--- src/hdl/usb_policy_defs.svh ---
`ifndef USB_POLICY_DEFS_SVH
`define USB_POLICY_DEFS_SVH

// System clock and signalling rates, in kHz
`define CLK_KHZ 250000
`define FS_RATE_KHZ 12000
`define LS_RATE_KHZ 1500

// Frame length and the bit budget it holds at each speed
`define FRAME_TIME_US 1000
`define FRAME_CYC ((`FRAME_TIME_US * `CLK_KHZ) / 1000)
`define FS_FRAME_BITS ((`FRAME_TIME_US * `FS_RATE_KHZ) / 1000)
`define LS_FRAME_BITS ((`FRAME_TIME_US * `LS_RATE_KHZ) / 1000)
`define CTRL_RESERVE_PCT 10

// Session request pulse timing
`define SRP_DLINE_MS 7
`define SRP_GAP_MS 2
`define SRP_VBUS_MS 20
`define SRP_DLINE_CYC (`SRP_DLINE_MS * `CLK_KHZ)
`define SRP_GAP_CYC (`SRP_GAP_MS * `CLK_KHZ)
`define SRP_VBUS_CYC (`SRP_VBUS_MS * `CLK_KHZ)

// Endpoints, addressing, plug coding
`define EP_COUNT 16
`define EP_DEFAULT_CTRL 4'h0
`define DEV_ADDR_W 7
`define PLUG_A_LEVEL 1'b0

`endif

--- src/hdl/usb_policy_pkg.sv ---
package usb_policy_pkg;

  typedef enum logic [1:0] {
    XFER_CTRL,
    XFER_ISO,
    XFER_INT,
    XFER_BULK
  } xfer_t;

  typedef enum logic [1:0] {
    SRP_IDLE,
    SRP_DLINE,
    SRP_GAP,
    SRP_VBUS
  } srp_state_t;

endpackage : usb_policy_pkg

--- src/hdl/bit_rate_gen.sv ---
`timescale 1ns/1ps
`include "usb_policy_defs.svh"

module bit_rate_gen #(
  parameter int CLK_KHZ = `CLK_KHZ,
  parameter int FAST_KHZ = `FS_RATE_KHZ,
  parameter int SLOW_KHZ = `LS_RATE_KHZ
) (
  input wire logic clk_sys, // system clock
  input wire logic rst_n, // async reset, active low
  input wire logic slow, // 1: slow rate
  output logic bit_tick // one-cycle pulse per bit time
);

  // Modulo accumulator keeps the average rate exact with no fractional drift
  logic [31:0] acc;
  logic [31:0] next_acc;
  logic next_tick;
  logic [31:0] step;
  logic [31:0] sum;

  always_comb begin
    step = slow ? 32'(SLOW_KHZ) : 32'(FAST_KHZ);
    sum = acc + step;
    if (sum >= 32'(CLK_KHZ)) begin
      next_acc = sum - 32'(CLK_KHZ);
      next_tick = 1'b1;
    end else begin
      next_acc = sum;
      next_tick = 1'b0;
    end
  end

  always_ff @(posedge clk_sys or negedge rst_n) begin
    if (!rst_n) begin
      acc <= 32'h0;
      bit_tick <= 1'b0;
    end else begin
      acc <= next_acc;
      bit_tick <= next_tick;
    end
  end

endmodule : bit_rate_gen

--- src/hdl/usb_otg_role_speed_policy.sv ---
// Functional notes
// - Plug identity low (micro-A) selects host role; high (micro-B) selects peripheral.
// - Host negotiation swaps roles between linked peers without re-plugging the cable.
// - Full speed in both roles; low speed offered only in host role.
// - Full speed signals at 12 Mb/s, low speed at 1.5 Mb/s.
// - As peripheral, pull up D+ for full speed, D- for low speed.
// - Host alone starts transfers and allocates bandwidth; peripheral never starts one.
// - Host keeps 10% of each frame for control; rest goes to periodic traffic.
// - Bulk only gets bandwidth left after control and periodic needs.
// - Interrupt pipe is polled in slots at the configured frame interval.
// - Isochronous data is CRC checked but never handshaken.
// - Up to 16 endpoints, each bound to one transaction type.
// - Endpoint 0 is always the default control endpoint.
// - As B-side peer, session request uses data-line and bus-supply pulsing.
// - Host tells apart up to 127 devices by a 7-bit address.
`timescale 1ns/1ps
`include "usb_policy_defs.svh"

module usb_otg_role_speed_policy
  import usb_policy_pkg::*;
#(
  parameter int EP_COUNT = `EP_COUNT,
  parameter int FRAME_CYC = `FRAME_CYC,
  parameter int SRP_DLINE_CYC = `SRP_DLINE_CYC,
  parameter int SRP_GAP_CYC = `SRP_GAP_CYC,
  parameter int SRP_VBUS_CYC = `SRP_VBUS_CYC,
  parameter bit DEV_LS_ALLOWED = 1'b0
) (
  input wire logic clk_sys, // system clock
  input wire logic rst_n, // async reset, active low
  input wire logic plug_identity_pin, // plug identity pin, asynchronous
  input wire logic hnp_enable, // peer supports role negotiation
  input wire logic hnp_request, // pulse: swap host and peripheral
  input wire logic low_speed_req, // request low-speed operation
  input wire logic attach_en, // peripheral may connect pull-up
  input wire logic session_req, // pulse: start a session request
  input wire logic req_valid, // host transfer request
  input wire logic [1:0] req_type, // transfer type, xfer_t coding
  input wire logic [3:0] req_ep, // target endpoint
  input wire logic [`DEV_ADDR_W-1:0] req_addr, // target device address
  input wire logic [13:0] req_bits, // bus bit-times the transfer costs
  input wire logic [13:0] periodic_demand, // periodic bits still owed this frame
  input wire logic [7:0] int_poll_interval, // interrupt poll period in frames
  input wire logic [EP_COUNT-1:0] ep_enable, // endpoint enables
  input wire logic [2*EP_COUNT-1:0] ep_type_cfg, // per-endpoint transfer type
  input wire logic rx_tok_valid, // peripheral: token arrived
  input wire logic [3:0] rx_tok_ep, // peripheral: token endpoint
  input wire logic [1:0] rx_tok_type, // peripheral: token transfer type
  output logic req_ready, // request can be granted now
  output logic host_role, // 1: acting as host
  output logic low_speed, // 1: low-speed signalling active
  output logic bit_tick, // bit-time strobe at the bus rate
  output logic dp_pullup_en, // D+ pull-up enable
  output logic dm_pullup_en, // D- pull-up enable
  output logic sof, // pulse at each frame start
  output logic int_poll_due, // interrupt poll slot open
  output logic tok_valid, // pulse: host starts a transfer
  output xfer_t tok_type, // started transfer type
  output logic [3:0] tok_ep, // started transfer endpoint
  output logic [`DEV_ADDR_W-1:0] tok_addr, // started transfer address
  output logic tok_handshake, // transfer expects a handshake
  output logic tok_crc_check, // data is CRC checked
  output logic rx_tok_accept, // pulse: received token accepted
  output logic srp_dline_pulse, // session request data-line pulse
  output logic srp_vbus_pulse, // session request bus-supply pulse
  output logic srp_busy // session request in progress
);

  ////////////////////////////////////////////////////////////////////////////////
  // Helpers

  function automatic logic [13:0] frame_bits(input logic ls);
    frame_bits = ls ? 14'(`LS_FRAME_BITS) : 14'(`FS_FRAME_BITS);
  endfunction : frame_bits

  function automatic logic [13:0] ctrl_reserve(input logic ls);
    ctrl_reserve = 14'((32'(frame_bits(ls)) * `CTRL_RESERVE_PCT + 99) / 100);
  endfunction : ctrl_reserve

  // Endpoint 0 is forced to control whatever the configuration says
  function automatic logic ep_match(input logic [3:0] ep, input logic [1:0] typ,
                                    input logic [EP_COUNT-1:0] en,
                                    input logic [2*EP_COUNT-1:0] cfg);
    logic [1:0] bound;
    bound = cfg[2*ep +: 2];
    if (32'(ep) >= EP_COUNT) begin
      ep_match = 1'b0;
    end else if (ep == `EP_DEFAULT_CTRL) begin
      ep_match = en[ep] && (typ == XFER_CTRL);
    end else begin
      ep_match = en[ep] && (typ == bound);
    end
  endfunction : ep_match

  ////////////////////////////////////////////////////////////////////////////////
  // Plug identity synchroniser, role and negotiation

  logic id_meta;
  logic id_sync;
  logic id_prev;
  logic role_swapped;
  logic next_role_swapped;
  logic next_host_role;
  logic b_side;

  always_ff @(posedge clk_sys or negedge rst_n) begin
    if (!rst_n) begin
      id_meta <= 1'b1;
      id_sync <= 1'b1;
    end else begin
      id_meta <= plug_identity_pin;
      id_sync <= id_meta;
    end
  end

  assign b_side = (id_sync != `PLUG_A_LEVEL);

  always_comb begin
    next_role_swapped = role_swapped;
    if (id_sync != id_prev) begin
      // A plug change ends any negotiated swap
      next_role_swapped = 1'b0;
    end else if (hnp_request && hnp_enable && !srp_busy) begin
      next_role_swapped = !role_swapped;
    end
    next_host_role = !b_side ^ next_role_swapped;
  end

  always_ff @(posedge clk_sys or negedge rst_n) begin
    if (!rst_n) begin
      id_prev <= 1'b1;
      role_swapped <= 1'b0;
      host_role <= 1'b0;
    end else begin
      id_prev <= id_sync;
      role_swapped <= next_role_swapped;
      host_role <= next_host_role;
    end
  end

  ////////////////////////////////////////////////////////////////////////////////
  // Speed, pull-ups and bit rate

  logic next_low_speed;
  logic dev_ls;
  logic next_dp;
  logic next_dm;

  always_comb begin
    next_low_speed = host_role && low_speed_req;
    // Peripheral low speed is off unless the build allows it
    dev_ls = DEV_LS_ALLOWED && low_speed_req;
    next_dp = !host_role && ((attach_en && !dev_ls) || srp_dline_pulse);
    next_dm = !host_role && attach_en && dev_ls;
  end

  always_ff @(posedge clk_sys or negedge rst_n) begin
    if (!rst_n) begin
      low_speed <= 1'b0;
      dp_pullup_en <= 1'b0;
      dm_pullup_en <= 1'b0;
    end else begin
      low_speed <= next_low_speed;
      dp_pullup_en <= next_dp;
      dm_pullup_en <= next_dm;
    end
  end

  bit_rate_gen u_rate (
    .clk_sys(clk_sys),
    .rst_n(rst_n),
    .slow(low_speed),
    .bit_tick(bit_tick)
  );

  ////////////////////////////////////////////////////////////////////////////////
  // Frame timing, budget and interrupt polling

  logic [31:0] frame_cnt;
  logic [31:0] next_frame_cnt;
  logic next_sof;
  logic [13:0] budget_left;
  logic [13:0] periodic_used;
  logic [13:0] ctrl_used;
  logic [13:0] next_budget_left;
  logic [13:0] next_periodic_used;
  logic [13:0] next_ctrl_used;
  logic [7:0] poll_cnt;
  logic [7:0] next_poll_cnt;
  logic next_int_poll_due;
  logic grant;
  xfer_t req_kind;

  assign req_kind = xfer_t'(req_type);

  always_comb begin
    next_sof = (frame_cnt == 32'(FRAME_CYC - 1));
    next_frame_cnt = next_sof ? 32'h0 : frame_cnt + 32'h1;
    next_budget_left = budget_left;
    next_periodic_used = periodic_used;
    next_ctrl_used = ctrl_used;
    next_poll_cnt = poll_cnt;
    next_int_poll_due = int_poll_due;
    if (grant) begin
      next_budget_left = budget_left - req_bits;
      if (req_kind == XFER_CTRL) begin
        next_ctrl_used = ctrl_used + req_bits;
      end else if (req_kind != XFER_BULK) begin
        next_periodic_used = periodic_used + req_bits;
      end
      if (req_kind == XFER_INT) begin
        next_int_poll_due = 1'b0;
      end
    end
    if (next_sof) begin
      next_budget_left = frame_bits(low_speed);
      next_periodic_used = 14'h0;
      next_ctrl_used = 14'h0;
      // Opening a poll slot wins over a grant in the same cycle
      if (poll_cnt == 8'h0) begin
        next_poll_cnt = (int_poll_interval == 8'h0) ? 8'h0 : int_poll_interval - 8'h1;
        next_int_poll_due = 1'b1;
      end else begin
        next_poll_cnt = poll_cnt - 8'h1;
      end
    end
  end

  always_ff @(posedge clk_sys or negedge rst_n) begin
    if (!rst_n) begin
      frame_cnt <= 32'h0;
      sof <= 1'b0;
      budget_left <= 14'(`FS_FRAME_BITS);
      periodic_used <= 14'h0;
      ctrl_used <= 14'h0;
      poll_cnt <= 8'h0;
      int_poll_due <= 1'b0;
    end else begin
      frame_cnt <= next_frame_cnt;
      sof <= next_sof;
      budget_left <= next_budget_left;
      periodic_used <= next_periodic_used;
      ctrl_used <= next_ctrl_used;
      poll_cnt <= next_poll_cnt;
      int_poll_due <= next_int_poll_due;
    end
  end

  ////////////////////////////////////////////////////////////////////////////////
  // Bandwidth scheduler

  logic fits;
  logic [14:0] periodic_after;
  logic [13:0] periodic_cap;
  logic [13:0] reserve_unused;
  logic [15:0] bulk_need;
  logic kind_ok;

  always_comb begin
    fits = req_bits <= budget_left;
    periodic_cap = frame_bits(low_speed) - ctrl_reserve(low_speed);
    periodic_after = {1'b0, periodic_used} + {1'b0, req_bits};
    reserve_unused = (ctrl_reserve(low_speed) > ctrl_used) ?
                     ctrl_reserve(low_speed) - ctrl_used : 14'h0;
    // Bulk must leave the control reserve and the periodic demand untouched
    bulk_need = {2'b0, req_bits} + {2'b0, reserve_unused} + {2'b0, periodic_demand};
    case (req_kind)
      XFER_CTRL: kind_ok = fits;
      XFER_ISO: kind_ok = fits && (periodic_after <= {1'b0, periodic_cap});
      XFER_INT: begin
        kind_ok = fits && int_poll_due && (periodic_after <= {1'b0, periodic_cap});
      end
      XFER_BULK: kind_ok = bulk_need <= {2'b0, budget_left};
      default: kind_ok = 1'b0;
    endcase
    // Only the host starts transfers
    req_ready = host_role && kind_ok && ep_match(req_ep, req_type, ep_enable, ep_type_cfg);
    grant = req_valid && req_ready;
  end

  ////////////////////////////////////////////////////////////////////////////////
  // Issued transfer and received token check

  logic next_rx_accept;

  always_comb begin
    next_rx_accept = rx_tok_valid && !host_role &&
                     ep_match(rx_tok_ep, rx_tok_type, ep_enable, ep_type_cfg);
  end

  always_ff @(posedge clk_sys or negedge rst_n) begin
    if (!rst_n) begin
      tok_valid <= 1'b0;
      tok_type <= XFER_CTRL;
      tok_ep <= 4'h0;
      tok_addr <= '0;
      tok_handshake <= 1'b0;
      tok_crc_check <= 1'b0;
      rx_tok_accept <= 1'b0;
    end else begin
      tok_valid <= grant;
      rx_tok_accept <= next_rx_accept;
      if (grant) begin
        tok_type <= req_kind;
        tok_ep <= req_ep;
        tok_addr <= req_addr;
        tok_handshake <= (req_kind != XFER_ISO);
        tok_crc_check <= 1'b1;
      end
    end
  end

  ////////////////////////////////////////////////////////////////////////////////
  // Session request: data-line pulse, short gap, then bus-supply pulse

  srp_state_t srp_state;
  srp_state_t next_srp_state;
  logic [31:0] srp_cnt;
  logic [31:0] next_srp_cnt;

  always_comb begin
    next_srp_state = srp_state;
    next_srp_cnt = (srp_cnt == 32'h0) ? 32'h0 : srp_cnt - 32'h1;
    case (srp_state)
      SRP_IDLE: begin
        // Only a B-side peripheral may ask the host for a session
        if (session_req && b_side && !host_role) begin
          next_srp_state = SRP_DLINE;
          next_srp_cnt = 32'(SRP_DLINE_CYC - 1);
        end
      end
      SRP_DLINE: begin
        if (srp_cnt == 32'h0) begin
          next_srp_state = SRP_GAP;
          next_srp_cnt = 32'(SRP_GAP_CYC - 1);
        end
      end
      SRP_GAP: begin
        if (srp_cnt == 32'h0) begin
          next_srp_state = SRP_VBUS;
          next_srp_cnt = 32'(SRP_VBUS_CYC - 1);
        end
      end
      SRP_VBUS: begin
        if (srp_cnt == 32'h0) begin
          next_srp_state = SRP_IDLE;
        end
      end
      default: next_srp_state = SRP_IDLE;
    endcase
  end

  always_ff @(posedge clk_sys or negedge rst_n) begin
    if (!rst_n) begin
      srp_state <= SRP_IDLE;
      srp_cnt <= 32'h0;
      srp_dline_pulse <= 1'b0;
      srp_vbus_pulse <= 1'b0;
      srp_busy <= 1'b0;
    end else begin
      srp_state <= next_srp_state;
      srp_cnt <= next_srp_cnt;
      srp_dline_pulse <= (next_srp_state == SRP_DLINE);
      srp_vbus_pulse <= (next_srp_state == SRP_VBUS);
      srp_busy <= (next_srp_state != SRP_IDLE);
    end
  end

endmodule : usb_otg_role_speed_policy

--- config.mk ---
export PLATFORM = sky130hd
export DESIGN_NAME = usb_otg_role_speed_policy
export DESIGN_NICKNAME = d
export VERILOG_FILES = /design/src/hdl/usb_policy_pkg.sv /design/src/hdl/bit_rate_gen.sv /design/src/hdl/usb_otg_role_speed_policy.sv
export VERILOG_INCLUDE_DIRS = /design/src /design/src/hdl
export SDC_FILE = /design/constraint.sdc
export NUM_CORES = 1
export LEC_CHECK = 0
export CAP_MARGIN = 40
export CELL_PAD_IN_SITES_DETAIL_PLACEMENT = 0
export CELL_PAD_IN_SITES_GLOBAL_PLACEMENT = 1
export CORE_MARGIN = 2
export CORE_UTILIZATION = 51
export CTS_BUF_LIST = sky130_fd_sc_hd__clkbuf_8 sky130_fd_sc_hd__clkbuf_16
export CTS_CLUSTER_DIAMETER = 80
export DETAILED_ROUTE_END_ITERATION = 16
export DONT_BUFFER_PORTS = 1
export HOLD_SLACK_MARGIN = 0.06
export PLACE_DENSITY_LB_ADDON = 0.1
export RECOVER_POWER = 25
export SETUP_SLACK_MARGIN = 0.5
export SYNTH_ARGS = -nofsm -noshare
export SYNTH_HDL_FRONTEND = slang
export SYNTH_SLANG_ARGS = --single-unit
--- constraint.sdc ---
create_clock -name clk_sys -period 9.1 [get_ports clk_sys]
set_input_delay 0.91 -clock clk_sys [delete_from_list [all_inputs] [get_ports clk_sys]]
set_output_delay 0.91 -clock clk_sys [all_outputs]
set_load 0.05 [all_outputs]
Word-level counts from Yosys, hierarchy flattened
Index checks and enable logic that the tools add are counted.
- div/mod/pow operators: 1
- magnitude comparators: 7
- equality and inequality tests: 15
- reductions and logical operators: 37
- multiply operators: 1
- add/sub/neg operators: 15
- shift operators: 2
- mux-type cells: 40
- bitwise logic cells: 1
- operators by type and width (cell ; count):
    two-way mux 32 bit ; 6
    two-way mux 14 bit ; 12
    one-hot mux 32 bit (3 select lines) ; 1
    indexed part select 32 x 6 -> 2 bit ; 2
    subtractor 14 bit ; 3
    adder 32 x 1 -> 32 bit (second input constant) ; 1
    adder 32 bit ; 1
    divider 32 x 7 -> 32 bit (second input constant) ; 1
    equality test 32 x 18 -> 1 bit (second input constant) ; 1
    greater-or-equal comparator 32 x 18 -> 1 bit (second input constant) ; 1
    zero test 32 bit ; 1
    subtractor 32 x 1 -> 32 bit (second input constant) ; 1
    subtractor 32 x 18 -> 32 bit (second input constant) ; 1
    adder 14 x 14 -> 15 bit ; 2
    adder 14 bit ; 2
    adder 18 x 7 -> 19 bit (second input constant) ; 1
    logical AND 1 bit ; 18
    multiplier 14 x 3 -> 17 bit (second input constant) ; 1
    adder 15 x 14 -> 16 bit ; 1
    less-or-equal comparator 16 x 14 -> 1 bit ; 1
    zero test 8 bit ; 2
    two-way mux 8 bit ; 2
    subtractor 8 x 1 -> 8 bit (second input constant) ; 2
    less-or-equal comparator 15 x 14 -> 1 bit ; 1
    other kinds (22) ; 54
- bits of input ports: 113
- output and inout bits: 28
- register bits: 178

Logic depth before layout (Yosys ltp)
- depth after elaboration: 16
- gate-level depth with buffers: 36
- depth with buffers taken out: 33

Modules after synthesis
Synthesis repeated with hierarchy kept, for this count alone.
- cells, all modules: 1462
- area total of the unflattened synthesis: 13759.4 um^2
- modules (own cells, without submodules) (module ; sequential area each (um^2) ; area an instance (um^2) ; times used ; cells each):
    usb_otg_role_speed_policy ; 3641.0 ; 11143.2 ; 1 ; 1176
    bit_rate_gen ; 775.7 ; 2616.3 ; 1 ; 286

Worst setup path after synthesis
No wires, ideal clock.
- path type: reg-to-output
- start: register low_speed
- end: output req_ready
- buffers on the path: 1
- slack: 1.459 ns
- required time: 8.190 ns
- stages on the path, launching flop included: 31
- data arrival time: 6.731 ns
- cells stage by stage: dfrtp_1 > inv_1 > ha_1 > a21oi_1 > o21ai_0 > a21oi_1 > a211o_1 > clkbuf_1 > inv_1 > nand2_1 > fa_1 > inv_1 > ha_1 > inv_1 > fa_1 > nor2b_1 > o21ai_0 > a21o_1 > a21oi_1 > a21o_1 > a21oi_1 > xnor2_1 > ha_1 > nand4_1 > or2_2 > a211oi_1 > o311ai_0 > a21oi_1 > nor4b_1 > o21a_1 > o21a_1
- word-level cells in the longest chain between the ends: 12
- elaborated cells on any way between the ends: 17
- classes of those cells: 5 x add/sub; 1 x mul; 1 x div; 3 x order compare; 3 x mux; 4 x reduce/logical
- RTL lines (item ; RTL line ; text):
    from (decl) ; usb_otg_role_speed_policy.sv:51 ; output logic low_speed,
    from (signal assigned) ; usb_otg_role_speed_policy.sv:163 ; low_speed <= next_low_speed;
    two-way mux 14 bit (*) ; usb_otg_role_speed_policy.sv:73 ; frame_bits = ls ? 14'(`LS_FRAME_BITS) : 14'(`FS_FRAME_BITS);
    multiplier 14 x 3 -> 17 bit (no source line) ; n/a ;
    adder 18 x 7 -> 19 bit ; usb_otg_role_speed_policy.sv:77 ; ctrl_reserve = 14'((32'(frame_bits(ls)) * `CTRL_RESERVE_PCT + 99) / 100);
    divider 32 x 7 -> 32 bit ; usb_otg_role_speed_policy.sv:77 ;
    subtractor 14 bit or greater-than comparator 14 bit (tied branches) ; usb_otg_role_speed_policy.sv:264, usb_otg_role_speed_policy.sv:263 ;
    two-way mux 14 bit ; usb_otg_role_speed_policy.sv:263 ; reserve_unused = (ctrl_reserve(low_speed) > ctrl_used) ?
    adder 14 x 14 -> 15 bit ; usb_otg_role_speed_policy.sv:266 ; bulk_need = {2'b0, req_bits} + {2'b0, reserve_unused} + {2'b0, periodic_demand};
    adder 15 x 14 -> 16 bit ; usb_otg_role_speed_policy.sv:266 ;
    less-or-equal comparator 16 x 14 -> 1 bit ; usb_otg_role_speed_policy.sv:273 ; XFER_BULK: kind_ok = bulk_need <= {2'b0, budget_left};
    one-hot mux 1 bit (4 select lines) (*) ; usb_otg_role_speed_policy.sv:267 ; case (req_kind)
    logical AND 1 bit (*) (2 in series) ; usb_otg_role_speed_policy.sv:277 ; req_ready = host_role && kind_ok && ep_match(req_ep, req_type, ep_enable, ep_type_cfg);
    to (decl) ; usb_otg_role_speed_policy.sv:49 ; output logic req_ready,
Every way passes the cells marked *; elsewhere a longest branch is shown, timed or not.

Final worst setup path
Same ends and word-level chain as after synthesis.

==> parameters.txt <==
Parameter                              Value

Global routing
  GRT overflow    0
  GRT Resource Usage Total    0.255
  Vias in the first global route    11005
  GR Util met3    0.0524
  Gr busiest metal    met2
  Number of antenna violations at the first check in global routing    1
  Maximum number of pins on one net before global-route repair    177
  Met1 usage in global routing    0.336
  First-pass GRT wire length    57700 um
  Grt met2 use    0.430

Clocking
  CTS clock-pin slew for the worst setup and hold paths    0.09 ns
  Skew-Pair Late Insertion Delay    0.44 ns
  CTS Buf Count    17
  Buffer depth of the longest clock path    2
  TritonCTS clock tree    yes
  Number of H-tree levels    4
  Clock Tree Root    sky130_fd_sc_hd__clkbuf_16
  Number of sinks on the clock net    176
  Number of post-CTS setup repair buffers    0

Critical path
  Worst path most repeated cell    sky130_fd_sc_hd__a21oi_1
  Slowest Stage Delay on Critical Path    0.56 ns
  Critical-path cell with the highest stage delay    sky130_fd_sc_hd__dfrtp_2
  Maximum fanout encountered on the critical timing path    10
  Worst endpoint required time    8.19 ns
  Arrival time worst endpoint    7.07 ns
  Worst setup path category    reg -> out
  Category of the worst setup path capture point    primary output
  Element type at the critical path start    flip-flop

Final layout
  Fillers    2451
  Area growth from synthesis to final layout    6.75%
  Non-Filler Instances    1842
  ANT cells    0
  Ratio of cells with drive above 1 in the final layout    0.0946
  Most common cell after layout, fill and taps aside    sky130_fd_sc_hd__dfrtp_1
  Fraction of the core area covered by cells at the end of the flow    0.552
  Leading cell types in the layout, fill and taps excluded    sky130_fd_sc_hd__dfrtp_1 (165), sky130_fd_sc_hd__nand2_1 (129), sky130_fd_sc_hd__nor2_1 (121)
  Number of nets at the end of the flow    1724

Timing
  Skew final    0.0201 ns
  Endpoints failing setup    0
  Slew at the pin closest to its max-slew limit    0.780 ns
  Highest clock rate    0.125 GHz
  Max Slew Vio Count    0
  Hold violation count in the final report    0
  Unrepaired setup endpoints after global routing    false
  Setup TNS    0 ns
  Final clock period utilization by the worst path    0.877
  Final worst path period need    7.98 ns
  Slew HR    0.466
  Post-route setup slack    1.12 ns
  Hold_ws    0.149 ns

Routing
  WL per Instance    19.3 um
  Sum of routed wire length over all layers    35500 um
  Total iterations of the first detailed-routing run    4
  Detailed-route DRC error count    0
  First DRT Iteration DRCs    648
  Routed vias/inst    6.01
  Via total after detailed routing    11075
  Post-DRT Antenna Nets    0

Logic synthesis
  Post-Synth Simple-Gate Area    0.179
  Most frequently used flop master after synthesis    sky130_fd_sc_hd__dfrtp_1
  Synth unique cells    87
  Share of synthesized area occupied by flip-flops and latches    0.318
  Xor/xnor share of the synthesized area    0.0990
  Combinational family with the most area after synthesis    simple AND/OR/NAND/NOR gates
  Multiplexer fraction of the synthesized cell area    0.0802
  Synth Area per Inst    9.21 um2
  Top cell type by total area after synthesis    sky130_fd_sc_hd__dfrtp_1
  Area share of the largest cell type after synthesis    0.299
  Number of warnings printed during yosys synthesis    0
  Share of synthesized flip-flops with an asynchronous set or reset    1.00
  Cell area after technology mapping    13900 um2
  Register bit total from synthesis    176
  Gate count after technology mapping    1508
  Largest cells by area after synthesis    sky130_fd_sc_hd__dfrtp_1 (30%), sky130_fd_sc_hd__ha_1 (9.3%), sky130_fd_sc_hd__xnor2_1 (6.5%)
  Adder-cell area share of the yosys netlist    0.122
  Compound-gate portion of the synthesized area    0.162
  Number of enable flip-flop cells after synthesis    0

Run status
  Outcome    finished, final reports clean

Placed design
  Port Buf Inserts    0
  HPWL after detailed placement    26700 um
  Worst slack, placed    1.13 ns
  Post-Place Cells    1810
  Gpl congestion    0.866

Power
  Power per unit of standard cell area    290 nW/um2
  Leakage dissipation    6.57 nW
  Max rail drop VDD    0.164 mV

Die
  Number of I/O pins    141
  Die span in x    169 um
  Placeable core region    26900 um2
  Die outline area    28600 um2
  Num rows    60
  Vertical die dimension    169 um
  Initial standard-cell utilization of the core    0.517

Job
  Max-cap violations    0

Min path
  Hold/Removal Path Class    in -> async
## kinds of logic (layout without fill, tap and decap cells)
| group | count (synthesis) | after routing |
|---|---|---|
| adder cells (fa/ha/maj) | 123 | 123 |
| flip-flops | 176 | 176 |
| multiplexers | 77 | 77 |
| AO/OA/AOI/OAI | 336 | 336 |
| AND/OR/NAND/NOR | 500 | 500 |
| other | 1 | 2 |
| XOR/XNOR | 157 | 157 |
| buffers and inverters | 138 | 130 |
## state kept, by name, summed over array words and instances (netlist names), 2 cells and up
signal / flops
tok_type: 2
budget_left: 14
srp_cnt: 32
poll_cnt: 8
periodic_used: 14
tok_addr: 7
frame_cnt: 32
u_rate.acc: 30
srp_state: 2
tok_ep: 4
ctrl_used: 14
## layout make-up
cell class	count	area (um2)	area share
sequential	176	4420	0.298
tap	341	427	0.0288
clock buffer	17	425	0.0287
clock inverter	15	208	0.0140
inverter	87	329	0.0222
timing repair buffer	11	87.6	0.00591
multi-input combinational	1195	8930	0.603
## critical path, delay by kind of cell (launching register included)
| family | cells | cell delay, ns |
|---|---|---|
| compound gates | 16 | 3.08 |
| simple gates | 5 | 0.80 |
| fa+ha+maj | 5 | 1.74 |
| flops | 1 | 0.56 |
| buf+inv | 3 | 0.29 |
| xor+xnor | 1 | 0.13 |
## layer usage
| metal | share of wire | routed length [um] | vias up |
|---|---|---|---|
| met4 | 0.020 | 698 | 0 |
| li1 | - | - | 5373 |
| met3 | 0.056 | 1990 | 45 |
| met5 | 0 | 0 | - |
| met1 | 0.44 | 15600 | 5418 |
| met2 | 0.48 | 17100 | 239 |
## through the flow
step                power [mW]  cell area, um2
finish                    4.31           14800
global route              4.69           14800
CTS                       4.33           14800
detailed placement        3.52           14200
global placement          3.49           14200
floorplan                 3.04           13900
## worst paths after layout
| path | from | endpoint | slack [ns] | cells after the start |
|---|---|---|---|---|
| max | low_speed | req_ready | 1.12 | 30 |
| min | rst_n | ctrl_used[5] | 0.15 | 0 |
| max reg2reg | low_speed | periodic_used[0] | 1.51 | 33 |
| min reg2reg | id_meta | b_side | 0.36 | 0 |
| max in group asynchronous | rst_n | id_meta | 8.53 | 0 |
| min in group clk_sys | id_meta | b_side | 0.36 | 0 |
## synthesized netlist by cell type (all sizes together) (6+ instances only)
library cell / instances
nand2b: 19
buf: 17
a21oi: 83
or3: 18
or2: 17
a211oi: 13
nand3: 42
ha: 103
o22ai: 8
xor2: 54
o211ai: 11
fa: 20
nand2: 129
a2111oi: 6
dfstp: 10
o21ai: 80
o31ai: 18
clkbuf: 34
dfrtp: 166
nor2: 123
a31oi: 11
xnor2: 103
a21o: 27
nand4: 22
and3: 16
o21a: 19
nor4: 20
inv: 86
nor3: 33
and2: 15
mux4: 26
mux2: 14
or4: 10
mux2i: 37
nor2b: 15
## power by group
part	internal, mW	total [mW]	switching, mW	leakage (nW)
Clock	0.403	0.789	0.386	0.307
Sequential	0.955	1.21	0.251	2.12
Combinational	1.03	2.31	1.28	4.14
Total	2.39	4.31	1.92	6.57
## timing repair
item,in CTS,in global routing
resized for setup,0,3
setup endpoints to repair,0,1
hold buffers,0,0
endpoints found under the hold margin,0,0
No activity file was read; power rests on OpenSTA's default activity.
